[src/smtm_map.svh]
// smtm_map.svh: constants of the temperature monitor serial slave port
//
// Contract
// RQ1: offset is 8-bit signed at location 11
// RQ2: signed offset added to each remote result
// RQ3: offset register clears to zero at reset
// RQ4: standby one-shot runs exactly one conversion
// RQ5: one-shot data byte ignored, never stored
// RQ6: each select pin resolves low, float, high
// RQ7: nine addresses from the select pin table
// RQ8: select pins latched once after power-up
// RQ9: start, then address msb first, direction
// RQ10: matching address acknowledged low before ninth
// RQ11: direction zero writes, one reads
// RQ12: byte is eight bits plus acknowledge
// RQ13: data changes only while clock low
// RQ14: master stops after last written byte
// RQ15: reader naks then stops on tenth clock
// RQ16: direction fixed until next start
// RQ17: writes one or two bytes, reads one
// RQ18: first written byte loads the pointer
// RQ19: second written byte goes to pointed register
// RQ20: one-byte write changes only the pointer
// RQ21: read returns register selected by pointer
// RQ22: separate read and write location decode
// RQ23: one-shot trigger decoded at write location 0F
// RQ24: configuration bit 6 selects standby
// RQ25: standby pin low inhibits every conversion
// RQ26: pointer never auto-increments
// RQ27: foreign addresses get no response
`ifndef SMTM_MAP_SVH
`define SMTM_MAP_SVH

// ****************************************
// register locations
// ****************************************
`define SMTM_RD_LOCAL 8'h00
`define SMTM_RD_REMOTE 8'h01
`define SMTM_RD_CONFIG 8'h03
`define SMTM_WR_CONFIG 8'h09
`define SMTM_WR_ONESHOT 8'h0F
`define SMTM_RD_OFFSET 8'h11
`define SMTM_WR_OFFSET 8'h11

// ****************************************
// fields and reset values
// ****************************************
`define SMTM_CFG_STANDBY_BIT 6
`define SMTM_CFG_WR_MASK 8'hC0
`define SMTM_CFG_RESET 8'h00
`define SMTM_OFFSET_RESET 8'h00
`define SMTM_PTR_RESET 8'h00
`define SMTM_TEMP_RESET 8'h80
`define SMTM_ADDR_SETTLE 2'h3

`endif

[src/smtm_pkg.sv]
// smtm_pkg.sv: types of the temperature monitor serial slave port
package smtm_pkg;

  // ****************************************
  // serial engine states, one-hot
  // ****************************************
  typedef enum logic [6:0] {
    SMTM_IDLE = 7'b000_0001, // waiting for start
    SMTM_ADDR = 7'b000_0010, // shifting address byte
    SMTM_AACK = 7'b000_0100, // acking address
    SMTM_RX = 7'b000_1000, // shifting written byte
    SMTM_DACK = 7'b001_0000, // acking written byte
    SMTM_TX = 7'b010_0000, // sending read byte
    SMTM_TACK = 7'b100_0000 // master ack slot
  } smtm_state_e;

  // resolved level of a three-state select pin
  typedef logic [1:0] smtm_level_t;

endpackage : smtm_pkg

[src/smtm_slave_port.sv]
// smtm_slave_port.sv: serial slave port, pointer, offset and one-shot logic
`timescale 1ns/10ps
`include "smtm_map.svh"

module smtm_slave_port
  import smtm_pkg::*;
(
  input wire logic core_clk, // system clock, 25 MHz
  input wire logic reset, // synchronous reset, active high, acts as power-on
  input wire logic scl_in, // serial clock pin level
  input wire logic serial_data_line_in, // serial data pin level
  output logic serial_data_line_out, // serial data drive value
  output logic serial_data_line_oe, // high while pulling data low
  input wire smtm_level_t addr_select_hi_pin, // first select pin: 0 low, 1 float, 2 high
  input wire smtm_level_t addr_select_lo_pin, // second select pin: 0 low, 1 float, 2 high
  input wire logic hw_standby_pin_n, // standby pin, low inhibits conversion
  input wire logic [7:0] local_temp, // local temperature from converter
  input wire logic [7:0] raw_remote_temp, // remote result before offset
  input wire logic conv_done, // pulse: converter finished a cycle
  output logic [7:0] remote_temp_reg, // remote result with offset
  output logic conv_enable_reg, // converter may run
  output logic [6:0] dev_addr_reg, // latched bus address
  output logic dev_addr_valid_reg // address has been latched
);

  // ****************************************
  // pin synchronisers
  // ****************************************
  logic scl_s1_reg; // first stage, read only by second
  logic scl_s2_reg; // synchronised clock
  logic scl_d_reg; // previous clock for edges
  logic sda_s1_reg; // first stage, read only by second
  logic sda_s2_reg; // synchronised data
  logic sda_d_reg; // previous data for edges
  logic hw_standby_pin_n_s1_reg; // standby pin first stage
  logic hw_standby_pin_n_s2_reg; // standby pin synchronised
  smtm_level_t sel_hi_s1_reg; // select pin first stage
  smtm_level_t sel_hi_s2_reg; // select pin synchronised
  smtm_level_t sel_lo_s1_reg; // select pin first stage
  smtm_level_t sel_lo_s2_reg; // select pin synchronised

  // two flops on every pin; the link clock is only sampled
  always_ff @(posedge core_clk) begin
    if (reset) begin
      scl_s1_reg <= 1'b1;
      scl_s2_reg <= 1'b1;
      scl_d_reg <= 1'b1;
      sda_s1_reg <= 1'b1;
      sda_s2_reg <= 1'b1;
      sda_d_reg <= 1'b1;
      hw_standby_pin_n_s1_reg <= 1'b1;
      hw_standby_pin_n_s2_reg <= 1'b1;
      sel_hi_s1_reg <= 2'h0;
      sel_hi_s2_reg <= 2'h0;
      sel_lo_s1_reg <= 2'h0;
      sel_lo_s2_reg <= 2'h0;
    end else begin
      scl_s1_reg <= scl_in;
      scl_s2_reg <= scl_s1_reg;
      scl_d_reg <= scl_s2_reg;
      sda_s1_reg <= serial_data_line_in;
      sda_s2_reg <= sda_s1_reg;
      sda_d_reg <= sda_s2_reg;
      hw_standby_pin_n_s1_reg <= hw_standby_pin_n;
      hw_standby_pin_n_s2_reg <= hw_standby_pin_n_s1_reg;
      sel_hi_s1_reg <= addr_select_hi_pin;
      sel_hi_s2_reg <= sel_hi_s1_reg;
      sel_lo_s1_reg <= addr_select_lo_pin;
      sel_lo_s2_reg <= sel_lo_s1_reg;
    end
  end

  // ****************************************
  // bus events
  // ****************************************
  logic scl_rise; // sample point of a bit
  logic scl_fall; // drive point of a bit
  logic bus_start; // start or repeated start
  logic bus_stop; // stop condition

  assign scl_rise = scl_s2_reg & ~scl_d_reg;
  assign scl_fall = ~scl_s2_reg & scl_d_reg;
  // RQ9 data falls while clock high
  assign bus_start = scl_s2_reg & scl_d_reg & sda_d_reg & ~sda_s2_reg;
  // RQ13 data rising in clock high ends frame
  assign bus_stop = scl_s2_reg & scl_d_reg & ~sda_d_reg & sda_s2_reg;

  // ****************************************
  // device address latch
  // ****************************************
  logic [1:0] settle_reg; // cycles since reset release
  logic [6:0] addr_lookup; // address from pin levels

  // RQ7 select pin table
  always_comb begin
    addr_lookup = 7'h18;
    // RQ6 three levels per pin
    case (sel_hi_s2_reg)
      2'h0: addr_lookup = 7'h18 + {5'h00, sel_lo_s2_reg};
      2'h1: addr_lookup = 7'h29 + {5'h00, sel_lo_s2_reg};
      default: addr_lookup = 7'h4C + {5'h00, sel_lo_s2_reg};
    endcase
    // an undefined level code on the second pin is taken as high
    if (sel_lo_s2_reg == 2'h3) begin
      addr_lookup = addr_lookup - 7'h01;
    end
  end

  // wait for the synchronisers to fill, then capture once
  always_ff @(posedge core_clk) begin
    if (reset) begin
      settle_reg <= 2'h0;
      dev_addr_reg <= 7'h00;
      dev_addr_valid_reg <= 1'b0;
    end else if (settle_reg != `SMTM_ADDR_SETTLE) begin
      settle_reg <= settle_reg + 2'h1;
    end else if (!dev_addr_valid_reg) begin
      // RQ8 latched once, later changes ignored
      dev_addr_reg <= addr_lookup;
      dev_addr_valid_reg <= 1'b1;
    end
  end

  // ****************************************
  // serial engine
  // ****************************************
  smtm_state_e state_reg; // engine state
  logic [3:0] bit_cnt_reg; // bits of current byte
  logic [7:0] rx_shift_reg; // incoming byte
  logic [7:0] tx_shift_reg; // outgoing byte
  logic [1:0] byte_idx_reg; // bytes written in this frame
  logic rd_dir_reg; // frame direction
  logic [7:0] ptr_reg; // register pointer
  logic wr_strobe; // second byte accepted
  logic [7:0] rd_data; // byte selected for reading
  logic addr_hit; // address byte matches

  // RQ27 only our latched address matches
  assign addr_hit = dev_addr_valid_reg && (rx_shift_reg[7:1] == dev_addr_reg);
  // RQ19 second byte is the data byte
  assign wr_strobe = (state_reg == SMTM_RX) && scl_fall && (bit_cnt_reg == 4'h8)
                     && (byte_idx_reg == 2'h1);

  // bit engine: sample on rise, drive on fall
  always_ff @(posedge core_clk) begin
    if (reset) begin
      state_reg <= SMTM_IDLE;
      bit_cnt_reg <= 4'h0;
      rx_shift_reg <= 8'h00;
      tx_shift_reg <= 8'h00;
      byte_idx_reg <= 2'h0;
      rd_dir_reg <= 1'b0;
      serial_data_line_oe <= 1'b0;
    end else if (bus_start) begin
      // RQ16 every start opens a new direction
      state_reg <= SMTM_ADDR;
      bit_cnt_reg <= 4'h0;
      byte_idx_reg <= 2'h0;
      serial_data_line_oe <= 1'b0;
    end else if (bus_stop) begin
      state_reg <= SMTM_IDLE;
      serial_data_line_oe <= 1'b0;
    end else begin
      case (state_reg)
        SMTM_ADDR: begin
          if (scl_rise) begin
            // RQ9 msb first into the shifter
            rx_shift_reg <= {rx_shift_reg[6:0], sda_s2_reg};
            bit_cnt_reg <= bit_cnt_reg + 4'h1;
          end else if (scl_fall && bit_cnt_reg == 4'h8) begin
            if (addr_hit) begin
              // RQ10 pull low before the ninth clock
              serial_data_line_oe <= 1'b1;
              // RQ11 last bit gives the direction
              rd_dir_reg <= rx_shift_reg[0];
              state_reg <= SMTM_AACK;
            end else begin
              // RQ27 stay idle until next start
              state_reg <= SMTM_IDLE;
            end
          end
        end
        SMTM_AACK: begin
          if (scl_fall) begin
            bit_cnt_reg <= 4'h0;
            if (rd_dir_reg) begin
              // RQ21 read the pointed register
              tx_shift_reg <= rd_data;
              serial_data_line_oe <= ~rd_data[7];
              state_reg <= SMTM_TX;
            end else begin
              serial_data_line_oe <= 1'b0;
              state_reg <= SMTM_RX;
            end
          end
        end
        SMTM_RX: begin
          if (scl_rise) begin
            rx_shift_reg <= {rx_shift_reg[6:0], sda_s2_reg};
            bit_cnt_reg <= bit_cnt_reg + 4'h1;
          end else if (scl_fall && bit_cnt_reg == 4'h8) begin
            // RQ17 a third byte is not acknowledged
            if (byte_idx_reg == 2'h2) begin
              state_reg <= SMTM_IDLE;
            end else begin
              // RQ12 ninth bit is our acknowledge
              serial_data_line_oe <= 1'b1;
              byte_idx_reg <= byte_idx_reg + 2'h1;
              state_reg <= SMTM_DACK;
            end
          end
        end
        SMTM_DACK: begin
          if (scl_fall) begin
            serial_data_line_oe <= 1'b0;
            bit_cnt_reg <= 4'h0;
            state_reg <= SMTM_RX;
          end
        end
        SMTM_TX: begin
          if (scl_rise) begin
            bit_cnt_reg <= bit_cnt_reg + 4'h1;
          end else if (scl_fall) begin
            if (bit_cnt_reg == 4'h8) begin
              // release for the master's ack slot
              serial_data_line_oe <= 1'b0;
              state_reg <= SMTM_TACK;
            end else begin
              // RQ13 next bit only while clock low
              tx_shift_reg <= {tx_shift_reg[6:0], 1'b0};
              serial_data_line_oe <= ~tx_shift_reg[6];
            end
          end
        end
        SMTM_TACK: begin
          if (scl_rise) begin
            // RQ15 nak from master ends the read
            if (sda_s2_reg) begin
              state_reg <= SMTM_IDLE;
            end else begin
              bit_cnt_reg <= 4'h9;
            end
          end else if (scl_fall && bit_cnt_reg == 4'h9) begin
            // a master that keeps acking gets the same byte again
            bit_cnt_reg <= 4'h0;
            tx_shift_reg <= rd_data;
            serial_data_line_oe <= ~rd_data[7];
            state_reg <= SMTM_TX;
          end
        end
        default: begin
          state_reg <= SMTM_IDLE;
        end
      endcase
    end
  end

  // we only ever pull low; the pad pull-up makes the high level
  assign serial_data_line_out = 1'b0;

  // ****************************************
  // pointer
  // ****************************************
  // no increment anywhere, so repeated reads see one register
  always_ff @(posedge core_clk) begin
    if (reset) begin
      ptr_reg <= `SMTM_PTR_RESET;
    end else if (state_reg == SMTM_RX && scl_fall && bit_cnt_reg == 4'h8
                 && byte_idx_reg == 2'h0) begin
      // RQ18 first byte of a write is the pointer
      ptr_reg <= rx_shift_reg;
    end
    // RQ26 otherwise pointer holds its value
  end

  // ****************************************
  // data registers
  // ****************************************
  logic [7:0] offset_reg; // signed remote offset
  logic [7:0] cfg_reg; // configuration, bits 7 and 6 kept

  // RQ20 only the second byte reaches a register
  always_ff @(posedge core_clk) begin
    if (reset) begin
      // RQ3 offset starts at zero
      offset_reg <= `SMTM_OFFSET_RESET;
      cfg_reg <= `SMTM_CFG_RESET;
    end else if (wr_strobe) begin
      // RQ22 write locations decoded apart from reads
      if (ptr_reg == `SMTM_WR_OFFSET) begin
        // RQ1 stored as two's complement
        offset_reg <= rx_shift_reg;
      end else if (ptr_reg == `SMTM_WR_CONFIG) begin
        cfg_reg <= rx_shift_reg & `SMTM_CFG_WR_MASK;
      end
    end
  end

  // read decode; write-only locations read as zero
  always_comb begin
    rd_data = 8'h00;
    // RQ22 read locations have their own decode
    if (ptr_reg == `SMTM_RD_LOCAL) begin
      rd_data = local_temp;
    end else if (ptr_reg == `SMTM_RD_REMOTE) begin
      rd_data = remote_temp_reg;
    end else if (ptr_reg == `SMTM_RD_CONFIG) begin
      rd_data = cfg_reg;
    end else if (ptr_reg == `SMTM_RD_OFFSET) begin
      rd_data = offset_reg;
    end
  end

  // ****************************************
  // remote result with offset
  // ****************************************
  logic [8:0] sum_wide; // sign-extended sum
  logic [7:0] sum_sat; // clamped to signed byte

  // RQ2 signed add, clamped rather than wrapped
  always_comb begin
    sum_wide = {raw_remote_temp[7], raw_remote_temp} + {offset_reg[7], offset_reg};
    sum_sat = sum_wide[7:0];
    // top two bits differ only on overflow
    if (sum_wide[8] != sum_wide[7]) begin
      sum_sat = sum_wide[8] ? 8'h80 : 8'h7F;
    end
  end

  // hold the last result while the converter sleeps
  always_ff @(posedge core_clk) begin
    if (reset) begin
      remote_temp_reg <= `SMTM_TEMP_RESET;
    end else if (conv_done) begin
      remote_temp_reg <= sum_sat;
    end
  end

  // ****************************************
  // run, standby and one-shot
  // ****************************************
  logic oneshot_pending_reg; // single cycle requested
  logic soft_standby; // standby by configuration
  logic oneshot_hit; // write to the trigger location

  // RQ24 bit 6 set means standby
  assign soft_standby = cfg_reg[`SMTM_CFG_STANDBY_BIT];
  // RQ23 trigger decoded at write location 0F
  assign oneshot_hit = wr_strobe && (ptr_reg == `SMTM_WR_ONESHOT);

  // RQ5 only the write matters; the byte is dropped
  always_ff @(posedge core_clk) begin
    if (reset) begin
      oneshot_pending_reg <= 1'b0;
    end else if (oneshot_hit && soft_standby && hw_standby_pin_n_s2_reg) begin
      // RQ4 request one cycle, set beats done
      oneshot_pending_reg <= 1'b1;
    end else if (conv_done || !hw_standby_pin_n_s2_reg) begin
      // RQ4 back to standby after the cycle
      oneshot_pending_reg <= 1'b0;
    end
  end

  // converter gate, registered so the engine sees a clean level
  always_ff @(posedge core_clk) begin
    if (reset) begin
      conv_enable_reg <= 1'b0;
    end else begin
      // RQ25 standby pin low blocks everything
      conv_enable_reg <= hw_standby_pin_n_s2_reg & (~soft_standby | oneshot_pending_reg);
    end
  end

endmodule : smtm_slave_port

[config.mk]
export PLATFORM = sky130hd
export DESIGN_NAME = smtm_slave_port
export DESIGN_NICKNAME = d
export VERILOG_FILES = /design/src/smtm_pkg.sv /design/src/smtm_slave_port.sv
export VERILOG_INCLUDE_DIRS = /design/src
export SDC_FILE = /design/constraint.sdc
export NUM_CORES = 1
export LEC_CHECK = 0
export BUFFER_PORTS_ARGS = -buffer_cell sky130_fd_sc_hd__buf_2
export CAP_MARGIN = 20
export CORE_MARGIN = 2
export CORE_UTILIZATION = 35
export CTS_BUF_LIST = sky130_fd_sc_hd__clkbuf_8
export DETAILED_ROUTE_END_ITERATION = 16
export HOLD_SLACK_MARGIN = 0.12
export PLACE_DENSITY_LB_ADDON = 0.1
export SYNTH_ARGS = -nofsm -noshare
export SYNTH_HDL_FRONTEND = slang
export SYNTH_SLANG_ARGS = --single-unit
[constraint.sdc]
create_clock -name core_clk -period 2.6 [get_ports core_clk]
set_input_delay 0.26 -clock core_clk [delete_from_list [all_inputs] [get_ports core_clk]]
set_output_delay 0.26 -clock core_clk [all_outputs]
set_load 0.02 [all_outputs]
==> results of run 1 <==
metal layers:
layer | share of wire | up-vias | wire length [microns]
li1 | - | 2120 | -
met5 | 0 | - | 0
met4 | 0.013 | 0 | 158
met1 | 0.50 | 2003 | 6230
met2 | 0.45 | 73 | 5590
met3 | 0.040 | 12 | 499
worst max path at each step:
stage	depth (start not counted)	endpoint	start
6_report	8	remote_temp_reg[3]	offset_reg[0]
5_1_grt	8	remote_temp_reg[2]	offset_reg[0]
4_1_cts	8	remote_temp_reg[3]	offset_reg[0]
3_5_place_dp	9	remote_temp_reg[3]	raw_remote_temp[0]
3_3_place_gp	9	remote_temp_reg[5]	raw_remote_temp[0]
2_1_floorplan	8	remote_temp_reg[2]	offset_reg[0]
kinds of logic (layout without fill, tap and decap cells):
kind of cell | count (synthesis) | count (layout) | synth area share
and+or+nand+nor | 250 | 250 | 0.278
AOI/OAI and AO/OA | 134 | 134 | 0.196
DFF | 84 | 84 | 0.368
buffers and inverters | 48 | 109 | 0.0471
xor gates and xnor gates | 19 | 19 | 0.0365
adders and majority gates | 18 | 18 | 0.0510
muxes | 10 | 10 | 0.0219
other | 1 | 1 | 0.000822
worst max-delay path, delay by kind of cell, from the launching register on:
kind                       cells  cell delay (ns)
DFF                            1             0.34
muxes                          1             0.19
AOI/OAI and AO/OA              3             0.40
adders and majority gates      2             0.62
and+or+nand+nor                2             0.77
area by class of cell:
cell class / count / area, sq um
fill: 1338 / 7310
multi-input combinational: 432 / 2690
sequential: 84 / 1680
timing repair buffer: 73 / 458
tap: 172 / 215
clock buffer: 9 / 124
clock inverter: 7 / 121
inverter: 20 / 75.1
placed cells by master (no fill, tap or decap), drive strengths merged, types with 4 or more instances in the layout:
cell type,count
nor2,52
clkbuf,9
mux2i,10
ha,17
o21ai,19
nand3,33
xor2,9
xnor2,10
nor3b,5
and3,4
dfxtp,84
a221oi,8
nor2b,14
buf,66
a2111oi,6
or2,12
a21o,4
a31oi,4
a211oi,6
inv,22
or4,4
nor3,15
a21oi,61
or3,5
dlygate4sd3,7
nand4b,4
nand2b,9
nand2,76
power breakdown:
part           internal, mW  switching, mW  leakage (nW)
registers              1.32         0.0307         0.683
logic                 0.104          0.141          1.28
clock network         0.645          0.513         0.124
timing repair:
action,in CTS,in global routing
endpoints found under the hold margin,7,0
hold buffers,7,0
resized for setup,0,3
setup endpoints to repair,0,11
==> flow_metrics.env, run 1 <==
export IMPL_outcome="finished clean"
export IMPL_worst_pin_slew_ns=0.745
export IMPL_ys_warn_count=0
export IMPL_path_clk_slew_ns=0.09
export IMPL_path_cells="ha_1 > fa_1 > a21o_1 > nand3_1 > a21oi_1 > or4b_2 > mux2i_4 > a2111oi_0"
export IMPL_yosys_area_top_type_share=0.368
export IMPL_die_area_sq_um=14000
export IMPL_crit_path_end_kind="flip-flop"
export IMPL_cts_sinks=84
export IMPL_ys_seq_area_frac=0.368
export IMPL_cts_setup_buffers=0
export IMPL_reg2reg_to="remote_temp_reg[3]"
export IMPL_synth_avg_cell_area_sq_um=8.09
export IMPL_async_reset_ff_frac=0
export IMPL_io_pins=45
export IMPL_timing_fmax_ghz=0.406
export IMPL_htree_num_levels=3
export IMPL_whs_path_depth=3
export IMPL_drv_slew=0
export IMPL_cts_tree="done"
export IMPL_gr_usage_met1=0.252
export IMPL_setup_viol=0
export IMPL_drt_pass1_iterations=4
export IMPL_power_density_nw_per_um2=514
export IMPL_hpwl_mm=9.26
export IMPL_detail_route_antenna_nets=0
export IMPL_fin_crit_ns=2.46
export IMPL_grt_pass1_vias=4038
export IMPL_drive_gt1_frac=0.179
export IMPL_routed_via_count=4208
export IMPL_slowest_stage="or4b_2"
export IMPL_r2r_cells=8
export IMPL_r2r_start="offset_reg[0]"
export IMPL_netlist_top_cells_count="84 x dfxtp_1, 75 x nand2_1, 60 x a21oi_1"
export IMPL_grt_max_degree=71
export IMPL_place_ws_ns=0.0431
export IMPL_drcViolationCount=0
export IMPL_cp_start_kind="flip-flop"
export IMPL_wire_per_inst_microns=15.7
export IMPL_antenna_cells=0
export IMPL_final_util=0.423
export IMPL_ys_types=68
export IMPL_row_count=41
export IMPL_critPathMaxStageDelay_ns=0.69
export IMPL_synth_edf_count=0
export IMPL_antenna_found_initial=0
export IMPL_synth_most_common_cell="dfxtp_1"
export IMPL_min_from="reset"
export IMPL_synth_nets=608
export IMPL_overflow=0
export IMPL_setup_tns_ns=0
export IMPL_hold_violations=0
export IMPL_cts_buffers=9
export IMPL_clock_latency_ns=0.37
export IMPL_cp_required_ns=2.82
export IMPL_syn_area_sq_um=4560
export IMPL_synth_area_leader_cell="dfxtp_1"
export IMPL_total_power_mw=2.76
export IMPL_finalNetCount=664
export IMPL_grt_use_met3=0.0396
export IMPL_start_util=0.360
export IMPL_setup_ws_ns=0.135
export IMPL_worst_slew_margin_rel=0.503
export IMPL_final_cells=797
export IMPL_die_x_microns=118
export IMPL_crit_arrival_ns=2.68
export IMPL_p_leak_nw=2.08
export IMPL_grt_usage=0.184
export IMPL_r2r_slack_ns=0.14
export IMPL_dp_cells=774
export IMPL_hold_end="remote_temp_reg[7]"
export IMPL_ys_ff_latch=84
export IMPL_place_gp_congestion=0.942
export IMPL_hold_ws_ns=0.261
export IMPL_grt_pass1_wl_mm=20.4
export IMPL_max_cap_viol_count=0
export IMPL_post_route_period_util=0.948
export IMPL_hold_path_class="in -> reg"
export IMPL_syn2layout_area_growth_pct=17.4
export IMPL_synthFlopType="dfxtp_1"
export IMPL_worstSetupPathType="reg -> reg"
export IMPL_portBuffers=43
export IMPL_routed_wl_mm=12.5
export IMPL_final_area_sq_um=5360
export IMPL_synth_cells=564
export IMPL_vias_per_cell=5.28
export IMPL_skew_ns=0.0122
export IMPL_drtIter0Drc=319
export IMPL_grt_busiest_layer="met2"
export IMPL_core_area_sq_um=12700
export IMPL_ys_top_cells_by_area="dfxtp_1 37%, a21oi_1 6.6%, nand2_1 6.2%, ha_1 4.7%, nor2_1 4.3%"
export IMPL_cp_max_fo=4
export IMPL_cts_root_buf="clkbuf_8"
export IMPL_ir_drop_uv=252
export IMPL_place_area_sq_um=5030
export IMPL_fp_dieH_microns=118
export IMPL_grt_use_met2=0.280
export IMPL_ctsLongestPathBuffers=2
export IMPL_rsz0062_at_grt="false"
(Power assumes the default switching activity.)
==> run 2: changes to the inputs <==
- BUFFER_PORTS_ARGS: -buffer_cell sky130_fd_sc_hd__buf_2 -> -buffer_cell sky130_fd_sc_hd__buf_4
==> run 2 against run 1 <==
Effect of this change:
- register-to-register slack lost 0.03 ns
- largest cell class unchanged
- power shrank 5.9%
- global-route usage grew 0.37 points
- clock power shrank 16%
- clock skew shrank 0.0041 ns
- maximum frequency shrank 1.1%
- critical endpoint is now remote_temp_reg[2]
- non-clock buffer count grew 2
- clock-buffer cell count grew 1
- critical path depth is the same
- critical path type unchanged
==> flow_metrics.env, run 2 (synthesis gave the netlist of run 1 again) <==
export IMPL_grt_use_met3=0.0483
export IMPL_detail_route_antenna_nets=0
export IMPL_hold_ws_ns=0.266
export IMPL_wire_per_inst_microns=16.0
export IMPL_die_area_sq_um=14000
export IMPL_endpoint="remote_temp_reg[2]"
export IMPL_whs_path_depth=3
export IMPL_max_cap_viol_count=0
export IMPL_path_cells="ha_1 > fa_1 > a21o_1 > nand3_1 > a21oi_1 > or4b_2 > mux2i_2 > a2111oi_0"
export IMPL_grt_pass1_wl_mm=20.8
export IMPL_p_leak_nw=2.10
export IMPL_fp_dieH_microns=118
export IMPL_syn2layout_area_growth_pct=18.8
export IMPL_fin_crit_ns=2.49
export IMPL_worst_slew_margin_rel=0.402
export IMPL_cp_required_ns=2.84
export IMPL_drcViolationCount=0
export IMPL_finalNetCount=666
export IMPL_overflow=0
export IMPL_r2r_slack_ns=0.11
export IMPL_timing_fmax_ghz=0.401
export IMPL_post_route_period_util=0.958
export IMPL_core_area_sq_um=12700
export IMPL_internal_power_mw=1.92
export IMPL_grt_usage=0.187
export IMPL_antenna_cells=0
export IMPL_die_x_microns=118
export IMPL_outcome="finished clean"
export IMPL_setup_tns_ns=0
export IMPL_dp_cells=776
export IMPL_path_clk_slew_ns=0.09
export IMPL_drive_gt1_frac=0.177
export IMPL_final_common_cell="dfxtp_1"
export IMPL_final_cells=799
export IMPL_r2r_cells=8
export IMPL_routed_wl_mm=12.8
export IMPL_setup_viol=0
export IMPL_portBuffers=43
export IMPL_final_util=0.428
export IMPL_rsz0062_at_grt="false"
export IMPL_cts_tree="done"
export IMPL_crit_path_end_kind="flip-flop"
export IMPL_ir_drop_uv=417
export IMPL_worst_pin_slew_ns=0.888
export IMPL_htree_num_levels=3
export IMPL_worstSetupPathType="reg -> reg"
export IMPL_p_comb_frac=0.104
export IMPL_vias_per_cell=5.29
export IMPL_row_count=41
export IMPL_hpwl_mm=9.58
export IMPL_grt_max_degree=40
export IMPL_critPathMaxStageDelay_ns=0.66
export IMPL_antenna_found_initial=0
export IMPL_grt_use_met2=0.301
export IMPL_hold_path_class="in -> reg"
export IMPL_power_frac_seq=0.522
export IMPL_cts_buffers=9
export IMPL_slowest_stage="or4b_2"
export IMPL_routed_via_count=4227
export IMPL_final_cell_mix="84 x dfxtp_1, 75 x nand2_1, 68 x buf_4"
export IMPL_power_density_nw_per_um2=478
export IMPL_reg2reg_to="remote_temp_reg[2]"
export IMPL_place_gp_congestion=0.873
export IMPL_crit_start="offset_reg[0]"
export IMPL_grt_pass1_vias=4090
export IMPL_cts_sinks=84
export IMPL_cts_root_buf="clkbuf_8"
export IMPL_hold_violations=0
export IMPL_crit_arrival_ns=2.73
export IMPL_clock_latency_ns=0.37
export IMPL_setup_ws_ns=0.108
export IMPL_gr_usage_met1=0.252
export IMPL_drt_pass1_iterations=5
export IMPL_pwr_share_clk=0.375
export IMPL_drv_slew=0
export IMPL_start_util=0.360
export IMPL_cp_max_fo=4
export IMPL_grt_busiest_layer="met2"
export IMPL_cp_start_kind="flip-flop"
export IMPL_io_pins=45
export IMPL_ctsLongestPathBuffers=2
export IMPL_p_sw_frac=0.261
export IMPL_p_switching_mw=0.676
export IMPL_drtIter0Drc=257
export IMPL_skew_ns=0.00804
export IMPL_cts_setup_buffers=0
export IMPL_place_ws_ns=0.0702
export IMPL_r2r_start="offset_reg[0]"
==> run 2: layout make-up <==
cell class,instances,area (sq um)
multi-input combinational,432,2670
tap,172,215
clock inverter,6,62.6
inverter,20,75.1
fill,1303,7250
timing repair buffer,75,581
sequential,84,1680
clock buffer,10,138
==> run 2: worst min path at each step <==
stage,start,to,slack [ns]
3_5_place_dp,sda_s1_reg,sda_s2_reg,0.39
6_report,conv_done,remote_temp_reg[7],0.27
5_1_grt,conv_done,remote_temp_reg[3],0.27
2_1_floorplan,hw_standby_pin_n,hw_standby_pin_n_s1_reg,0.36
4_1_cts,conv_done,remote_temp_reg[2],0.24
3_3_place_gp,scl_s1_reg,scl_s2_reg,0.39
==> run 2: critical path, delay by kind of cell, from the launching register on <==
family / cells / cell delay (ns)
AOI/OAI and AO/OA: 3 / 0.40
adders and majority gates: 2 / 0.62
DFF: 1 / 0.35
muxes: 1 / 0.24
and+or+nand+nor: 2 / 0.74
==> run 2: repair_timing <==
action,CTS,global route
hold endpoints to repair,7,0
hold buffers,7,0
resized for setup,0,1
endpoints found under the setup margin,0,4
==> run 2: power groups by stage <==
stage | Sequential, mW | Clock (mW) | Combinational (mW)
floorplan | 1.40 | 0 | 0.135
detailed placement | 1.38 | 0 | 0.262
global placement | 1.38 | 0 | 0.261
global route | 1.36 | 1.06 | 0.299
finish | 1.35 | 0.972 | 0.269
CTS | 1.35 | 1.01 | 0.272
==> run 2: metrics by stage <==
step | power, mW | instance area (sq um)
6_report | 2.59 | 5420
5_1_grt | 2.72 | 5420
3_3_place_gp | 1.64 | 5150
4_1_cts | 2.63 | 5420
3_5_place_dp | 1.65 | 5150
2_1_floorplan | 1.53 | 4560
==> run 2: layer usage <==
metal  vias to the layer above  part of all wire
li1                       2129                 -
met1                      1995              0.47
met2                        94              0.47
met3                         9             0.046
met4                         0             0.010
met5                         -                 0
